--- src/verilog/lps_defines.svh ---
// Constants of the light and proximity sensor two-wire slave
`ifndef LPS_DEFINES_SVH
`define LPS_DEFINES_SVH

// ****************************************
// Bus address and timing
// ****************************************
`define LPS_SLAVE_ADDR 7'h1E
`define LPS_CLK_PERIOD_NS 25
`define LPS_SPIKE_NS 50
// Stable for one sample longer than the widest spike
`define LPS_SPIKE_CYC ((`LPS_SPIKE_NS + `LPS_CLK_PERIOD_NS - 1) / `LPS_CLK_PERIOD_NS + 1)
`define LPS_SRST_MS 10
`define LPS_SRST_CYC (`LPS_SRST_MS * 1000000 / `LPS_CLK_PERIOD_NS)

// ****************************************
// Register offsets
// ****************************************
`define LPS_REG_SYS_CFG 8'h00
`define LPS_REG_INT_STAT 8'h01
`define LPS_REG_CLR_METHOD 8'h02
`define LPS_REG_IR_LO 8'h0A
`define LPS_REG_IR_HI 8'h0B
`define LPS_REG_ALS_LO 8'h0C
`define LPS_REG_ALS_HI 8'h0D
`define LPS_REG_PROX_LO 8'h0E
`define LPS_REG_PROX_HI 8'h0F
`define LPS_REG_ALS_CFG 8'h10

// ****************************************
// Fields and reset values
// ****************************************
`define LPS_ALS_RANGE_LSB 4
`define LPS_ALS_RANGE_WIDEST 2'h0
`define LPS_MODE_POWER_DOWN 3'h0
`define LPS_MODE_SOFT_RESET 3'h4
`define LPS_STAT_ALS_BIT 0
`define LPS_STAT_PROX_BIT 1

`endif

--- src/verilog/lps_pkg.sv ---
// Types of the light and proximity sensor two-wire slave
package lps_pkg;

  typedef enum logic [9:0] {
    ST_IDLE = 10'h001,
    ST_ADDR = 10'h002,
    ST_AACK = 10'h004,
    ST_REGA = 10'h008,
    ST_RACK = 10'h010,
    ST_WDAT = 10'h020,
    ST_WACK = 10'h040,
    ST_RDAT = 10'h080,
    ST_MACK = 10'h100,
    ST_SKIP = 10'h200
  } lps_state_type;

  typedef struct packed {
    logic [15:0] als_count;
    logic [9:0] prox_count;
    logic [9:0] ir_count;
    logic als_done;
    logic prox_done;
    logic als_event;
    logic prox_event;
  } lps_meas_type;

  typedef struct packed {
    logic [2:0] mode;
    logic [1:0] als_range;
    logic clear_method;
  } lps_cfg_type;

endpackage : lps_pkg

--- src/verilog/lps_pin_filter.sv ---
// Pin synchroniser with spike filter
`timescale 1ns/100ps
module lps_pin_filter #(
  parameter int CYC = 3,
  parameter logic INIT = 1'b1
) (
  input wire logic sys_clk, // System clock
  input wire logic arst_n,  // Asynchronous reset, active low
  input wire logic pin,     // Raw pin level
  output logic level        // Filtered level
);
  logic s1;
  logic s2;
  logic [3:0] cnt;
  logic [3:0] next_cnt;
  logic next_level;

  always_comb begin
    next_cnt = 4'h0;
    next_level = level;
    // Level only follows after the new value held for CYC samples
    if (s2 != level) begin
      if (cnt == 4'(CYC - 1)) begin
        next_level = s2;
      end else begin
        next_cnt = cnt + 4'h1;
      end
    end
  end

  always_ff @(posedge sys_clk or negedge arst_n) begin
    if (!arst_n) begin
      s1 <= INIT;
      s2 <= INIT;
      cnt <= 4'h0;
      level <= INIT;
    end else begin
      s1 <= pin;
      s2 <= s1;
      cnt <= next_cnt;
      level <= next_level;
    end
  end

  AST_SPIKE_SUPPRESSED: assert property (@(posedge sys_clk) disable iff (!arst_n)
    (level != $past(level)) |-> ($past(s2, 1) == level && $past(s2, 2) == level
      && $past(s2, 3) == level))
    else $error("filtered level changed without stable input");

endmodule : lps_pin_filter

--- src/verilog/lps_sensor_slave.sv ---
// Two-wire slave and register logic of the light and proximity sensor
`timescale 1ns/100ps
`include "lps_defines.svh"

// Contract
// Write frame: address, register, data, each acknowledged
// Combined read: register address, repeated start, one byte
// Master not-acknowledges read byte, then stops
// Receiver acknowledges by pulling data low
// Direction bit zero writes, one reads
// Spikes up to 50 ns are ignored
// Light count is unsigned 16 bits
// Proximity count is unsigned 10 bits
// Four light ranges, widest after reset
// Brown-out resets all logic and registers
// Host rewrites configuration after brown-out
// Foreign address gets no acknowledge, frame ignored
// Slave answers bus address 0x1E
// Three-bit mode encoding, power down at reset
// Light or proximity event pulls interrupt low
// Clear by data read or by write one
module lps_sensor_slave #(
  parameter int SRST_CYC = `LPS_SRST_CYC
) (
  input wire logic sys_clk,                  // System clock, 40 MHz
  input wire logic arst_n,                   // Power-on reset, active low
  input wire logic scl_pin,                  // Serial clock pin
  input wire logic sda_pin,                  // Serial data pin level
  output logic sda_o,                        // Serial data output value
  output logic sda_oe,                       // High while pulling data low
  input wire logic supply_low_pin,           // Brown-out detector output
  input wire lps_pkg::lps_meas_type meas,    // Converter results and events
  output lps_pkg::lps_cfg_type cfg,          // Configuration to the sensor core
  output logic int_n                         // Interrupt, active low
);
  // ****************************************
  // Pin conditioning
  // ****************************************
  logic scl;
  logic sda;
  logic brown;
  logic scl_q;
  logic sda_q;

  lps_pin_filter #(.CYC(`LPS_SPIKE_CYC), .INIT(1'b1)) u_scl_filt (
    .sys_clk(sys_clk), .arst_n(arst_n), .pin(scl_pin), .level(scl));
  lps_pin_filter #(.CYC(`LPS_SPIKE_CYC), .INIT(1'b1)) u_sda_filt (
    .sys_clk(sys_clk), .arst_n(arst_n), .pin(sda_pin), .level(sda));
  lps_pin_filter #(.CYC(`LPS_SPIKE_CYC), .INIT(1'b0)) u_brown_filt (
    .sys_clk(sys_clk), .arst_n(arst_n), .pin(supply_low_pin), .level(brown));

  wire scl_rise = scl & ~scl_q;
  wire scl_fall = ~scl & scl_q;
  wire start_cond = scl & scl_q & sda_q & ~sda;
  wire stop_cond = scl & scl_q & ~sda_q & sda;

  // ****************************************
  // Link state
  // ****************************************
  lps_pkg::lps_state_type state;
  lps_pkg::lps_state_type next_state;
  logic [3:0] bitcnt;
  logic [3:0] next_bitcnt;
  logic [7:0] sh;
  logic [7:0] next_sh;
  logic [7:0] ptr;
  logic [7:0] next_ptr;
  logic rw;
  logic next_rw;
  logic next_sda_oe;
  logic wr_pulse;
  logic rd_pulse;
  logic [7:0] rd_addr;
  logic [7:0] rd_byte;
  logic clr_all;

  always_comb begin
    next_state = state;
    next_bitcnt = bitcnt;
    next_sh = sh;
    next_ptr = ptr;
    next_rw = rw;
    next_sda_oe = sda_oe;
    wr_pulse = 1'b0;
    rd_pulse = 1'b0;
    rd_addr = ptr;
    if (clr_all) begin
      next_state = lps_pkg::ST_IDLE;
      next_bitcnt = 4'h0;
      next_sh = 8'h00;
      next_ptr = 8'h00;
      next_rw = 1'b0;
      next_sda_oe = 1'b0;
    end else if (start_cond) begin
      // Repeated start lands here too and keeps the register pointer
      next_state = lps_pkg::ST_ADDR;
      next_bitcnt = 4'h0;
      next_sda_oe = 1'b0;
    end else if (stop_cond) begin
      next_state = lps_pkg::ST_IDLE;
      next_sda_oe = 1'b0;
    end else begin
      unique case (state)
        lps_pkg::ST_IDLE, lps_pkg::ST_SKIP: begin
        end
        lps_pkg::ST_ADDR, lps_pkg::ST_REGA, lps_pkg::ST_WDAT: begin
          if (scl_rise) begin
            next_sh = {sh[6:0], sda};
            next_bitcnt = bitcnt + 4'h1;
          end else if (scl_fall && bitcnt == 4'h8) begin
            next_bitcnt = 4'h0;
            if (state == lps_pkg::ST_ADDR) begin
              if (sh[7:1] == `LPS_SLAVE_ADDR) begin
                next_state = lps_pkg::ST_AACK;
                next_sda_oe = 1'b1;
                next_rw = sh[0];
              end else begin
                next_state = lps_pkg::ST_SKIP;
              end
            end else if (state == lps_pkg::ST_REGA) begin
              next_ptr = sh;
              next_state = lps_pkg::ST_RACK;
              next_sda_oe = 1'b1;
            end else begin
              wr_pulse = 1'b1;
              next_ptr = ptr + 8'h01;
              next_state = lps_pkg::ST_WACK;
              next_sda_oe = 1'b1;
            end
          end
        end
        lps_pkg::ST_AACK, lps_pkg::ST_RACK, lps_pkg::ST_WACK: begin
          if (scl_fall) begin
            next_sda_oe = 1'b0;
            next_bitcnt = 4'h0;
            if (state == lps_pkg::ST_AACK && rw) begin
              rd_pulse = 1'b1;
              next_sh = rd_byte;
              next_sda_oe = ~rd_byte[7];
              next_ptr = ptr + 8'h01;
              next_state = lps_pkg::ST_RDAT;
            end else if (state == lps_pkg::ST_AACK) begin
              next_state = lps_pkg::ST_REGA;
            end else begin
              next_state = lps_pkg::ST_WDAT;
            end
          end
        end
        lps_pkg::ST_RDAT: begin
          if (scl_rise) begin
            next_bitcnt = bitcnt + 4'h1;
          end else if (scl_fall) begin
            if (bitcnt == 4'h8) begin
              next_sda_oe = 1'b0;
              next_state = lps_pkg::ST_MACK;
            end else begin
              next_sh = {sh[6:0], 1'b0};
              next_sda_oe = ~sh[6];
            end
          end
        end
        lps_pkg::ST_MACK: begin
          if (scl_rise && sda) begin
            next_state = lps_pkg::ST_SKIP;
          end else if (scl_fall) begin
            // Master asked for more: stream the next register
            rd_pulse = 1'b1;
            next_sh = rd_byte;
            next_sda_oe = ~rd_byte[7];
            next_ptr = ptr + 8'h01;
            next_bitcnt = 4'h0;
            next_state = lps_pkg::ST_RDAT;
          end
        end
        default: begin
          next_state = lps_pkg::ST_IDLE;
        end
      endcase
    end
  end

  always_ff @(posedge sys_clk or negedge arst_n) begin
    if (!arst_n) begin
      state <= lps_pkg::ST_IDLE;
      bitcnt <= 4'h0;
      sh <= 8'h00;
      ptr <= 8'h00;
      rw <= 1'b0;
      sda_oe <= 1'b0;
      sda_o <= 1'b0;
      scl_q <= 1'b1;
      sda_q <= 1'b1;
    end else begin
      state <= next_state;
      bitcnt <= next_bitcnt;
      sh <= next_sh;
      ptr <= next_ptr;
      rw <= next_rw;
      sda_oe <= next_sda_oe;
      sda_o <= 1'b0;
      scl_q <= scl;
      sda_q <= sda;
    end
  end

  // ****************************************
  // Register file
  // ****************************************
  logic [15:0] als_data;
  logic [15:0] next_als_data;
  logic [9:0] prox_data;
  logic [9:0] next_prox_data;
  logic [9:0] ir_data;
  logic [9:0] next_ir_data;
  logic [1:0] status;
  logic [1:0] next_status;
  logic [1:0] got;
  logic [1:0] next_got;
  logic [22:0] srst_cnt;
  logic [22:0] next_srst_cnt;
  lps_pkg::lps_cfg_type next_cfg;
  logic [1:0] stat_clr;
  logic als_on;
  logic prox_on;

  assign clr_all = brown | (srst_cnt == 23'h000001);

  always_comb begin
    unique case (rd_addr)
      `LPS_REG_SYS_CFG: rd_byte = {5'h00, cfg.mode};
      `LPS_REG_INT_STAT: rd_byte = {6'h00, status};
      `LPS_REG_CLR_METHOD: rd_byte = {7'h00, cfg.clear_method};
      `LPS_REG_IR_LO: rd_byte = {6'h00, ir_data[1:0]};
      `LPS_REG_IR_HI: rd_byte = ir_data[9:2];
      `LPS_REG_ALS_LO: rd_byte = als_data[7:0];
      `LPS_REG_ALS_HI: rd_byte = als_data[15:8];
      `LPS_REG_PROX_LO: rd_byte = {4'h0, prox_data[3:0]};
      `LPS_REG_PROX_HI: rd_byte = {2'h0, prox_data[9:4]};
      `LPS_REG_ALS_CFG: rd_byte = {2'h0, cfg.als_range, 4'h0};
      default: rd_byte = 8'h00;
    endcase
  end

  always_comb begin
    next_cfg = cfg;
    next_als_data = als_data;
    next_prox_data = prox_data;
    next_ir_data = ir_data;
    next_got = got;
    next_srst_cnt = (srst_cnt != 23'h000000) ? srst_cnt - 23'h000001 : srst_cnt;
    stat_clr = 2'h0;
    // Soft reset code drives no channel
    als_on = cfg.mode[0] & (cfg.mode != `LPS_MODE_SOFT_RESET);
    prox_on = cfg.mode[1];
    if (als_on && meas.als_done) begin
      next_als_data = meas.als_count;
      next_got[0] = 1'b1;
    end
    if (prox_on && meas.prox_done) begin
      next_prox_data = meas.prox_count;
      next_ir_data = meas.ir_count;
      next_got[1] = 1'b1;
    end
    // Single-shot modes drop to power down once every wanted channel reported
    if (cfg.mode[2] && cfg.mode != `LPS_MODE_SOFT_RESET
        && (next_got & cfg.mode[1:0]) == cfg.mode[1:0]) begin
      next_cfg.mode = `LPS_MODE_POWER_DOWN;
    end
    if (rd_pulse && !cfg.clear_method) begin
      stat_clr[`LPS_STAT_ALS_BIT] = (rd_addr == `LPS_REG_ALS_HI);
      stat_clr[`LPS_STAT_PROX_BIT] = (rd_addr == `LPS_REG_PROX_HI);
    end
    if (wr_pulse) begin
      unique case (ptr)
        `LPS_REG_SYS_CFG: begin
          next_cfg.mode = sh[2:0];
          next_got = 2'h0;
          if (sh[2:0] == `LPS_MODE_POWER_DOWN) begin
            next_als_data = 16'h0000;
            next_prox_data = 10'h000;
            next_ir_data = 10'h000;
          end
          if (sh[2:0] == `LPS_MODE_SOFT_RESET) begin
            next_srst_cnt = 23'(SRST_CYC);
          end
        end
        `LPS_REG_INT_STAT: begin
          if (cfg.clear_method) begin
            stat_clr = sh[1:0];
          end
        end
        `LPS_REG_CLR_METHOD: next_cfg.clear_method = sh[0];
        `LPS_REG_ALS_CFG: next_cfg.als_range = sh[`LPS_ALS_RANGE_LSB +: 2];
        default: begin
        end
      endcase
    end
    // A new event in the clearing cycle survives
    next_status = (status & ~stat_clr) | {meas.prox_event, meas.als_event};
    if (clr_all) begin
      next_cfg = '{mode: `LPS_MODE_POWER_DOWN, als_range: `LPS_ALS_RANGE_WIDEST,
                   clear_method: 1'b0};
      next_als_data = 16'h0000;
      next_prox_data = 10'h000;
      next_ir_data = 10'h000;
      next_got = 2'h0;
      next_status = 2'h0;
      next_srst_cnt = 23'h000000;
    end
  end

  always_ff @(posedge sys_clk or negedge arst_n) begin
    if (!arst_n) begin
      cfg <= '{mode: `LPS_MODE_POWER_DOWN, als_range: `LPS_ALS_RANGE_WIDEST,
               clear_method: 1'b0};
      als_data <= 16'h0000;
      prox_data <= 10'h000;
      ir_data <= 10'h000;
      got <= 2'h0;
      status <= 2'h0;
      srst_cnt <= 23'h000000;
      int_n <= 1'b1;
    end else begin
      cfg <= next_cfg;
      als_data <= next_als_data;
      prox_data <= next_prox_data;
      ir_data <= next_ir_data;
      got <= next_got;
      status <= next_status;
      srst_cnt <= next_srst_cnt;
      int_n <= ~|next_status;
    end
  end

  // ****************************************
  // Checks
  // ****************************************
  AST_ADDR_MATCH_ACK: assert property (@(posedge sys_clk) disable iff (!arst_n)
    (!clr_all && !start_cond && !stop_cond && state == lps_pkg::ST_ADDR && scl_fall
      && bitcnt == 4'h8 && sh[7:1] == `LPS_SLAVE_ADDR)
      |=> (state == lps_pkg::ST_AACK && sda_oe))
    else $error("own address not acknowledged");

  AST_FOREIGN_NO_ACK: assert property (@(posedge sys_clk) disable iff (!arst_n)
    (!clr_all && !start_cond && !stop_cond && state == lps_pkg::ST_ADDR && scl_fall
      && bitcnt == 4'h8 && sh[7:1] != `LPS_SLAVE_ADDR)
      |=> (state == lps_pkg::ST_SKIP && !sda_oe))
    else $error("foreign address acknowledged");

  AST_DIRECTION: assert property (@(posedge sys_clk) disable iff (!arst_n)
    (!clr_all && !start_cond && !stop_cond && state == lps_pkg::ST_AACK && scl_fall)
      |=> (rw ? state == lps_pkg::ST_RDAT : state == lps_pkg::ST_REGA))
    else $error("direction bit not honoured");

  AST_ACK_HELD: assert property (@(posedge sys_clk) disable iff (!arst_n)
    (state == lps_pkg::ST_RACK || state == lps_pkg::ST_WACK) |-> sda_oe)
    else $error("acknowledge slot released early");

  AST_MASTER_NACK: assert property (@(posedge sys_clk) disable iff (!arst_n)
    (!clr_all && !start_cond && !stop_cond && state == lps_pkg::ST_MACK && scl_rise && sda)
      |=> (state == lps_pkg::ST_SKIP) ##1 !sda_oe)
    else $error("read continued after not-acknowledge");

  AST_BROWN_RESET: assert property (@(posedge sys_clk) disable iff (!arst_n)
    brown |=> (cfg.mode == `LPS_MODE_POWER_DOWN && cfg.als_range == `LPS_ALS_RANGE_WIDEST
      && status == 2'h0 && state == lps_pkg::ST_IDLE))
    else $error("brown-out did not reset state");

  AST_EVENT_INT: assert property (@(posedge sys_clk) disable iff (!arst_n)
    (!clr_all && (meas.als_event || meas.prox_event)) |=> (!int_n && status != 2'h0))
    else $error("event did not raise interrupt");

  AST_W1C_CLEAR: assert property (@(posedge sys_clk) disable iff (!arst_n)
    (!clr_all && wr_pulse && ptr == `LPS_REG_INT_STAT && cfg.clear_method
      && !meas.als_event && !meas.prox_event) |=> ((status & $past(sh[1:0])) == 2'h0))
    else $error("write one did not clear status");

endmodule : lps_sensor_slave

--- config.mk ---
export PLATFORM = sky130hd
export DESIGN_NAME = lps_sensor_slave
export DESIGN_NICKNAME = d
export VERILOG_FILES = /design/src/verilog/lps_pkg.sv /design/src/verilog/lps_pin_filter.sv /design/src/verilog/lps_sensor_slave.sv
export VERILOG_INCLUDE_DIRS = /design/src /design/src/verilog
export SDC_FILE = /design/constraint.sdc
export NUM_CORES = 1
export LEC_CHECK = 0
export BUFFER_PORTS_ARGS = -buffer_cell sky130_fd_sc_hd__buf_2
export CAP_MARGIN = 20
export CORE_MARGIN = 2
export CORE_UTILIZATION = 65
export CTS_CLUSTER_DIAMETER = 150
export DETAILED_ROUTE_END_ITERATION = 10
export PLACE_DENSITY = 0.94
export SKIP_LAST_GASP = 1
export SYNTH_ARGS = -nofsm -noshare
export SYNTH_HDL_FRONTEND = slang
export SYNTH_SLANG_ARGS = --single-unit
--- constraint.sdc ---
create_clock -name sys_clk -period 5.01 [get_ports sys_clk]
set_input_delay 0.7515 -clock sys_clk [delete_from_list [all_inputs] [get_ports sys_clk]]
set_output_delay 0.7515 -clock sys_clk [all_outputs]
set_load 0.03 [all_outputs]
==> run summary, run 1 <==
status = completed
CTS Root Cell = clkbuf_8
sequential-to-total area share from yosys stat = 0.469
maximum vdd drop = 0.359 mV
Tightest Pin Transition = 1.12 ns
number of synthesized flops with an enable pin = 0
largest family of logic cells by synthesized area = simple AND/OR/NAND/NOR gates
# rows = 37
Synth Area in Simple Gates = 0.235
max frequency = 0.306 GHz
post-synthesis mux area share = 0.0394
min cycle time layout = 3.26 ns
die area = 11100 sq um
RSZ-0062 raised after global routing = no
largest net degree at the start of global routing = 79
starting density of the core = 0.658
most frequent cells in the layout = 115 x nand2_1, 115 x dfrtp_1, 84 x nor2_1
Setup Viol. Count Final = 0
Chip Width = 106 um
Final HPWL DP = 11.8 mm
accumulated negative setup slack = 0 ns
Detail Route Antenna Nets = 0
xor/xnor cell area share of the yosys netlist = 0.0431
I/O pins = 54
YS warnings = 0
CTS sink cnt = 125
crit path capture type = flip-flop
LEAKAGE = 3.39 nW
CP cell instances = or4_1, nor3_1, a41o_1, buf_4, nor2_1, nand3_1, nand2_2, a211oi_1
slowest cell delay on critical path = 0.61 ns
Hold WC Path Type = input pin to asynchronous set/reset pin
worst r2r path cells = 8
Post-Syn Nets = 792
Max Buffers Root-to-Sink = 2
Max-Cap Viols = 0
area grow syn2layout = 13.8%
ant diodes = 0
register clock-pin slew on the reported worst setup and hold paths = 0.06 ns
fraction of registers with async set/reset = 1.00
Seq. cell area = 3140 sq um
total power = 2.93 mW
footprint of the multi-input gates = 3370 sq um
vias per cell = 6.69
Fillers = 647
Global Route Usage Sum = 0.333
startpoint type of the worst setup path = flip-flop
max-slew violations = 0
GRT overflow = 0
Iter 0 DRT Violations = 756
post-CTS sizing = 0
Layout Nets = 833
FF+latch count, synth = 125
Port-buffer cells = 52
gp weighted congestion = 1.00
CTS Buf Count = 17
initial antenna violation count = 0
DRC Markers = 0
Fin. Hold Viols = 0
first-pass GRT wire length = 29.2 mm
router iterations before antenna repair = 8
wirelength, routed = 17.9 mm
synthesized cell area = 6700 sq um
Clk Latency, worst-skew pair = 0.54 ns
Final Cycle Share = 0.651
TritonCTS clock tree = yes
Main synth FF type = dfrtp_1
core footprint = 10200 sq um
RR Startpoint = srst_cnt[15]
vias in the first global route = 6012
cells after synthesis = 733
layout cell share with drive strength beyond 1 = 0.156
clk_skew = 0.00785 ns
RR Endpoint = srst_cnt[1]
via count = 6179
r2r setup slk = 1.75 ns
DIE HEIGHT = 106 um
Critical Path AT = 3.69 ns
Crit Path Max Fanout = 27
Post-Synth Adder-Cell Area = 0.0261
Setup Fix Bufs, Post-CTS = 0
CTS Hold Bufs = 0
H-tree depth = 4
worst path required time = 5.43 ns
Syn Area/Cell = 9.14 sq um
crit path kind = flip-flop to flip-flop
Crit-path slowest cell = or4_1
Slew headroom = 0.247
Cell Pwr Density = 384 nW/um^2
complex-gate fraction of the synthesized area = 0.156
Routed wire per std cell = 19.4 um
library cells used by synthesis = 66
## routing by layer
metal,wire length [um],part of all wire,GRT usage,vias up
met5,0,0,0,-
met4,624,0.035,0.160,0
met3,1900,0.11,0.0860,90
met2,8570,0.48,0.532,476
met1,6830,0.38,0.425,2921
li1,-,-,-,2692
## final cells by class
| cell class | instances | area share |
|---|---|---|
| clock buffer | 23 | 0.0612 |
| inverter | 16 | 0.00788 |
| multi-input combinational | 555 | 0.442 |
| timing repair buffer | 59 | 0.0430 |
| sequential | 125 | 0.412 |
| clock inverter | 9 | 0.0115 |
| tap | 136 | 0.0223 |
## Yosys cell counts, types with 7 or more instances
cell | n | area, sq um
nor4_1 | 7 | 43.8
and3_1 | 11 | 68.8
nor3_1 | 26 | 130
dfrtp_1 | 115 | 2880
dfstp_2 | 10 | 263
or3_1 | 7 | 43.8
o21ai_0 | 19 | 95.1
xor2_1 | 17 | 149
mux2i_1 | 14 | 140
nand2_1 | 115 | 432
inv_1 | 16 | 60.1
a21oi_1 | 61 | 305
xnor2_1 | 16 | 140
nand4_1 | 9 | 56.3
mux2_2 | 11 | 124
or4_1 | 10 | 75.1
nand3_1 | 21 | 105
clkbuf_1 | 29 | 109
ha_1 | 14 | 175
a22o_1 | 10 | 87.6
nor2_1 | 84 | 315
## kinds of logic after synthesis
logic type / after synthesis
AO/OA/AOI/OAI: 152
other: 1
buffers and inverters: 53
XOR/XNOR: 33
multiplexers: 25
AND/OR/NAND/NOR: 330
adder cells (fa/ha/maj): 14
flip-flops: 125
## how the worst max path moves through the flow
stage / start / end / slack (ns) / cells after the start
after floorplan: state[3] / bitcnt[2] / 2.45 / 7
after global placement: srst_cnt[10] / srst_cnt[1] / 2.17 / 8
after detailed placement: state[6] / sh[5] / 2.05 / 7
after CTS: srst_cnt[15] / srst_cnt[1] / 1.85 / 8
after global routing: srst_cnt[15] / srst_cnt[1] / 1.57 / 8
final: srst_cnt[15] / srst_cnt[1] / 1.75 / 8
## worst max-delay path, delay by kind of cell, from the launching register on
kind	cells	cell delay (ns)
compound gates	2	0.59
buf+inv	1	0.30
flops	1	0.40
simple gates	5	1.86
## state kept, by name, indices dropped and copies added (netlist names), 2 cells and up
name,count
cfg,6
bitcnt,4
u_scl_filt.cnt,4
sh,8
u_sda_filt.cnt,4
u_brown_filt.cnt,4
srst_cnt,23
state,10
status,2
prox_data,10
ir_data,10
got,2
ptr,8
als_data,16
## report_power, final
group / switching [mW] / internal (mW)
clock: 0.443 / 0.697
sequential: 0.0915 / 1.10
combinational: 0.388 / 0.208
## per-stage QoR
stage	utilization	hold slack (ns)	worst slack, ns	cells	area (sq um)
after floorplan	-	0.331	2.45	733	6700
after global placement	0.692	0.345	2.17	890	7050
after detailed placement	0.692	0.343	2.05	890	7050
after CTS	0.747	0.295	1.85	922	7600
after global routing	0.749	0.209	1.57	923	7620
final	0.749	0.178	1.75	923	7620
(Power assumes the default switching activity.)
==> run 2: changes to the inputs <==
CORE_UTILIZATION = 54   (was 65)
PLACE_DENSITY = 0.84   (was 0.94)
clock period = 2.9 ns   (was 5.01 ns; I/O delays follow)
==> run summary, run 2 (synthesized netlist as in run 1, its figures left out) <==
status = completed
Max Buffers Root-to-Sink = 2 (unchanged)
CTS Buf Count = 17 (unchanged)
LEAKAGE = 3.54 nW (+4.6%)
clk_skew = 0.0104 ns (+0.00251 ns)
RSZ-0062 raised after global routing = no
max reg flops = 23 (unchanged)
worst path required time = 3.22 ns (-2.21 ns)
initial antenna violation count = 0 (unchanged)
critical path launch point = state[3]
gp weighted congestion = 0.962 (-4.0%)
fin area = 7910 sq um (+3.7%)
wirelength, routed = 17.8 mm (-0.91%)
vias in the first global route = 5985 (-0.45%)
Final Cycle Share = 0.976 (+0.324)
DIE HEIGHT = 115 um (+9.3%)
Clock Power Share = 0.409 (+0.019)
Seq. cell area = 3140 sq um (unchanged)
Critical Path AT = 3.14 ns (-0.55 ns)
crit path capture type = flip-flop
Hold WC Path Type = input pin to flip-flop
max frequency = 0.353 GHz (+15%)
TritonCTS clock tree = yes
area grow syn2layout = 18.0%
Fillers = 919 (+42%)
worst r2r path cells = 7 (-1)
Global Route Usage Sum = 0.289 (-0.0442)
Int Pwr = 3.73 mW (+86%)
core footprint = 12100 sq um (+18%)
CP endpoint = ptr[0]
H-tree depth = 4 (unchanged)
most frequent cells in the layout = 115 x nand2_1, 115 x dfrtp_1, 84 x nor2_1
Psw = 1.58 mW (+72%)
Crit Path Max Fanout = 9 (-67%)
Port-buffer cells = 52 (unchanged)
CTS sink cnt = 125 (unchanged)
r2r setup slk = 0.07 ns (-1.68 ns)
Final HPWL DP = 12.4 mm (+5.1%)
largest reg by FF count = srst_cnt
largest net degree at the start of global routing = 58 (-27%)
Slew headroom = 0.475 (+0.228)
GRT overflow = 0 (unchanged)
Setup Viol. Count Final = 0 (unchanged)
I/O pins = 54 (unchanged)
Clk Latency, worst-skew pair = 0.42 ns (-0.12 ns)
ant diodes = 0 (unchanged)
Placed Area = 7290 sq um (+3.4%)
Chip Width = 115 um (+9.3%)
Detail Route Antenna Nets = 0 (unchanged)
Max-Cap Viols = 0 (unchanged)
router iterations before antenna repair = 6 (-2)
CTS Root Cell = clkbuf_16
startpoint type of the worst setup path = flip-flop
via count = 6039 (-2.3%)
combinational share of power = 0.207 (+0.003)
switching share of total power = 0.298 (-0.0175)
layout cell share with drive strength beyond 1 = 0.179 (+0.0223)
Tightest Pin Transition = 0.782 ns (-0.339 ns)
Fin. Hold Viols = 0 (unchanged)
max-slew violations = 0 (unchanged)
min cycle time layout = 2.83 ns (-0.434 ns)
Iter 0 DRT Violations = 679 (-10%)
Routed wire per std cell = 18.1 um (-6.7%)
crit path kind = flip-flop to flip-flop
vias per cell = 6.16 (-8.0%)
Layout Nets = 858 (+3.0%)
Top Registers = srst_cnt: 23 flops, als_data: 16 flops
register clock-pin slew on the reported worst setup and hold paths = 0.06 ns (about the same)
accumulated negative setup slack = 0 ns (unchanged)
DRC Markers = 0 (unchanged)
Seq pwr share = 0.384 (-0.023)
footprint of the multi-input gates = 3370 sq um (unchanged)
RR Startpoint = state[3]
starting density of the core = 0.556 (-0.102)
Cell Pwr Density = 672 nW/um^2 (+75%)
# rows = 40 (+8.1%)
maximum vdd drop = 0.478 mV (+33%)
RR Endpoint = ptr[0]
first-pass GRT wire length = 29.9 mm (+2.3%)
die area = 13300 sq um (+20%)
==> run 2: cell types whose count changed in the layout (fill, tap and decap cells not counted), sizes merged, moves of 2 or more <==
cell      previous run  this run
buf                 59        83
bufinv               1         3
clkbuf              23        26
clkinv               3         1
clkinvlp             4         2
==> run 2: critical path, stage by stage (launching register included) <==
cell	delay (ns)
dfrtp_1	0.45
or4_4	0.60
or3_4	0.38
a211oi_4	0.28
buf_4	0.20
o211ai_2	0.22
or3_1	0.37
a31oi_1	0.23
==> run 2: cell type report <==
| class | count | area share |
|---|---|---|
| tap | 168 | 0.0266 |
| clock inverter | 6 | 0.0139 |
| inverter | 16 | 0.00759 |
| clock buffer | 26 | 0.0631 |
| multi-input combinational | 555 | 0.426 |
| timing repair buffer | 84 | 0.0655 |
| sequential | 125 | 0.397 |
==> run 2: timing repair <==
item,4_1_cts,5_1_grt
hold buffers,1,0
endpoints found under the hold margin,27,0
gates resized for setup,0,0
buffers inserted,0,0
==> run 2: metal layers <==
layer	vias to the layer above	wire length, um	global-route usage
met3	72	1320	0.0554
met2	299	8430	0.454
met1	2916	7400	0.388
met5	-	0	0
li1	2752	-	-
met4	0	613	0.139
==> run 2: how the worst min path moves through the flow <==
stage | start | slack [ns] | to | cells after the start
6_report | sda_pin | 0.11 | u_sda_filt.s1 | 1
5_1_grt | sda_pin | 0.10 | u_sda_filt.s1 | 1
4_1_cts | scl_pin | 0.11 | u_scl_filt.s1 | 1
3_5_place_dp | u_brown_filt.s1 | 0.34 | u_brown_filt.s2 | 0
3_3_place_gp | u_brown_filt.s1 | 0.34 | u_brown_filt.s2 | 0
2_1_floorplan | arst_n | 0.14 | als_data[0] | 0
==> run 2: power groups by stage <==
stage | registers, mW | logic [mW] | clock network (mW)
6_report | 2.04 | 1.10 | 2.17
2_1_floorplan | 2.02 | 0.734 | 0
4_1_cts | 2.04 | 1.09 | 2.19
3_5_place_dp | 2.06 | 1.08 | 0
3_3_place_gp | 2.05 | 1.04 | 0
5_1_grt | 2.06 | 1.21 | 2.27
==> run 2: stage by stage <==
step	std cells	hold slack, ns	power (mW)	setup slack (ns)	utilization
final	980	0.115	5.31	0.0706	0.656
after global routing	980	0.102	5.54	0.00426	0.656
after CTS	980	0.109	5.31	0.134	0.656
after detailed placement	947	0.337	3.14	0.147	0.604
after global placement	947	0.338	3.08	0.215	0.604
after floorplan	733	0.139	2.76	0.337	-
==> run 3: changes to the inputs <==
CELL_PAD_IN_SITES_DETAIL_PLACEMENT = 1   (was unset)
CELL_PAD_IN_SITES_GLOBAL_PLACEMENT = 1   (was unset)
CORE_MARGIN = 1   (was 2)
CORE_UTILIZATION = 42   (was 54)
HOLD_SLACK_MARGIN = 0.05   (was unset)
==> run summary, run 3 (synthesized netlist as in run 1, its figures left out) <==
Max Buffers Root-to-Sink = 2 (unchanged)
max frequency = 0.352 GHz (-0.33%)
Clock Power Share = 0.401 (-0.008)
combinational share of power = 0.222 (+0.015)
crit path capture type = flip-flop
Clk Latency, worst-skew pair = 0.43 ns (about the same)
Port-buffer cells = 52 (unchanged)
Setup Viol. Count Final = 0 (unchanged)
Setup WS pre-CTS = 0.136 ns (-0.0105 ns)
final worst slack = 0.0611 ns (-0.00944 ns)
Fillers = 1774 (+93%)
worst path required time = 3.26 ns (+0.04 ns)
Hold WC Path Type = input pin to asynchronous set/reset pin
core footprint = 15400 sq um (+27%)
starting density of the core = 0.436 (-0.120)
first-pass GRT wire length = 34.3 mm (+15%)
crit path kind = flip-flop to flip-flop
CTS sink cnt = 125 (unchanged)
Final Cycle Share = 0.979 (+0.00326)
Int Pwr = 3.63 mW (-2.8%)
vias per cell = 5.98 (-3.0%)
Psw = 1.79 mW (+13%)
maximum vdd drop = 0.414 mV (-14%)
layout cell share with drive strength beyond 1 = 0.188 (+0.00939)
I/O pins = 54 (unchanged)
worst r2r path cells = 6 (-1)
wirelength, routed = 20.5 mm (+16%)
M2 GR Usage = 0.456 (+0.00145)
clk_skew = 0.00793 ns (-0.00243 ns)
DIE HEIGHT = 128 um (+11%)
slowest cell delay on critical path = 0.61 ns (about the same)
Cell Pwr Density = 678 nW/um^2 (+0.87%)
Max-Cap Viols = 0 (unchanged)
largest reg by FF count = srst_cnt
Setup Fix Bufs, Post-CTS = 0 (unchanged)
Detail Route Antenna Nets = 0 (unchanged)
GRT overflow = 0 (unchanged)
Routed wire per std cell = 20.0 um (+11%)
TritonCTS clock tree = yes
status = completed
Top Registers = srst_cnt: 23 flops, als_data: 16 flops
CTS Root Cell = clkbuf_16
Fin. Hold Viols = 0 (unchanged)
Global Route Usage Sum = 0.270 (-0.0192)
ant diodes = 0 (unchanged)
Final HPWL DP = 14.7 mm (+19%)
gr busiest metal = met2
accumulated negative setup slack = 0 ns (unchanged)
area grow syn2layout = 19.2%
router iterations before antenna repair = 6 (unchanged)
max-slew violations = 0 (unchanged)
min cycle time layout = 2.84 ns (+0.00944 ns)
via count = 6125 (+1.4%)
met1 Use GR = 0.338 (-0.0499)
startpoint type of the worst setup path = flip-flop
Iter 0 DRT Violations = 367 (-46%)
RSZ-0062 raised after global routing = no
CP cell instances = or4_4, or3_4, a211o_1, nor3_1, a22o_1, mux2_2
Seq pwr share = 0.377 (-0.007)
buffers and inverters on the worst path = 0 (-1)
die area = 16500 sq um (+24%)
max reg flops = 23 (unchanged)
# rows = 45 (+13%)
vias in the first global route = 6639 (+11%)
met3 usage in global routing = 0.0584 (+0.00299)
Critical Path AT = 3.20 ns (+0.06 ns)
Crit-path slowest cell = or4_4
Top delay family on crit path = simple AND/OR/NAND/NOR gates
Chip Width = 128 um (+11%)
number of cells on the critical path = 6 (-1)
CTS Buf Count = 17 (unchanged)
switching share of total power = 0.331 (+0.0327)
largest net degree at the start of global routing = 63 (+8.6%)
DRC Markers = 0 (unchanged)
Slew headroom = 0.528 (+0.0528)
Tightest Pin Transition = 0.703 ns (-0.0786 ns)
Crit Path Max Fanout = 7 (-2)
H-tree depth = 4 (unchanged)
gp weighted congestion = 0.923 (-4.0%)
Layout Nets = 860 (+0.23%)
register clock-pin slew on the reported worst setup and hold paths = 0.06 ns (about the same)
LEAKAGE = 3.56 nW (+0.44%)
initial antenna violation count = 0 (unchanged)
most frequent cells in the layout = 115 x nand2_1, 115 x dfrtp_1, 84 x nor2_1
==> run 3: changes by cell type in the layout (fill, tap and decap cells not counted), moves of 2 or more <==
cell,delta
clkbuf_8,-3
inv_6,+5
buf_4,+2
clkinv_4,+4
clkbuf_1,-5
==> run 3: timing repair <==
action	CTS	global route
endpoints found under the setup margin	0	5
hold buffers	0	0
resized for setup	0	2
hold endpoints to repair	0	0
==> run 3: stage by stage <==
| step | area (sq um) | utilization | power [mW] | instances | hold slack [ns] |
|---|---|---|---|---|---|
| finish | 7990 | 0.520 | 5.42 | 1025 | 0.0308 |
| global route | 7990 | 0.520 | 5.63 | 1025 | 0.0818 |
| CTS | 7980 | 0.519 | 5.42 | 1025 | 0.0572 |
| detailed placement | 7380 | 0.480 | 3.23 | 993 | 0.343 |
| global placement | 7380 | 0.480 | 3.14 | 993 | 0.338 |
| floorplan | 6700 | - | 2.76 | 733 | 0.139 |
==> run 3: power groups by stage <==
stage / Combinational, mW / Sequential, mW / Clock [mW]
after global routing: 1.31 / 2.06 / 2.26
after floorplan: 0.734 / 2.02 / 0
after detailed placement: 1.16 / 2.07 / 0
after CTS: 1.18 / 2.04 / 2.19
after global placement: 1.10 / 2.05 / 0
final: 1.20 / 2.04 / 2.17
==> run 3: worst paths after layout <==
| kind | start | end | slack (ns) |
|---|---|---|---|
| setup / recovery | state[3] | sh[6] | 0.06 |
| hold / removal | arst_n | als_data[14] | 0.03 |
| max in group asynchronous | arst_n | state[0] | 2.06 |
| setup reg to reg | state[3] | sh[6] | 0.06 |
| hold reg to reg | u_sda_filt.s1 | u_sda_filt.s2 | 0.36 |
| min in group sys_clk | scl_pin | u_scl_filt.s1 | 0.11 |
==> run 3: final cells by class <==
type                    instances  area (sq um)  area share
clock buffers                  18           439      0.0550
multi-input cells             555          3390       0.424
repair buffers                 86           543      0.0680
flip-flops and latches        125          3140       0.393
well taps                     211           264      0.0330
inverters                      16          60.1     0.00752
clock inverters                14           159      0.0199
==> run 3: layer usage <==
layer,vias up,share of wire
met4,0,0.023
met1,3112,0.42
met5,-,0
met3,52,0.053
li1,2752,-
met2,209,0.51
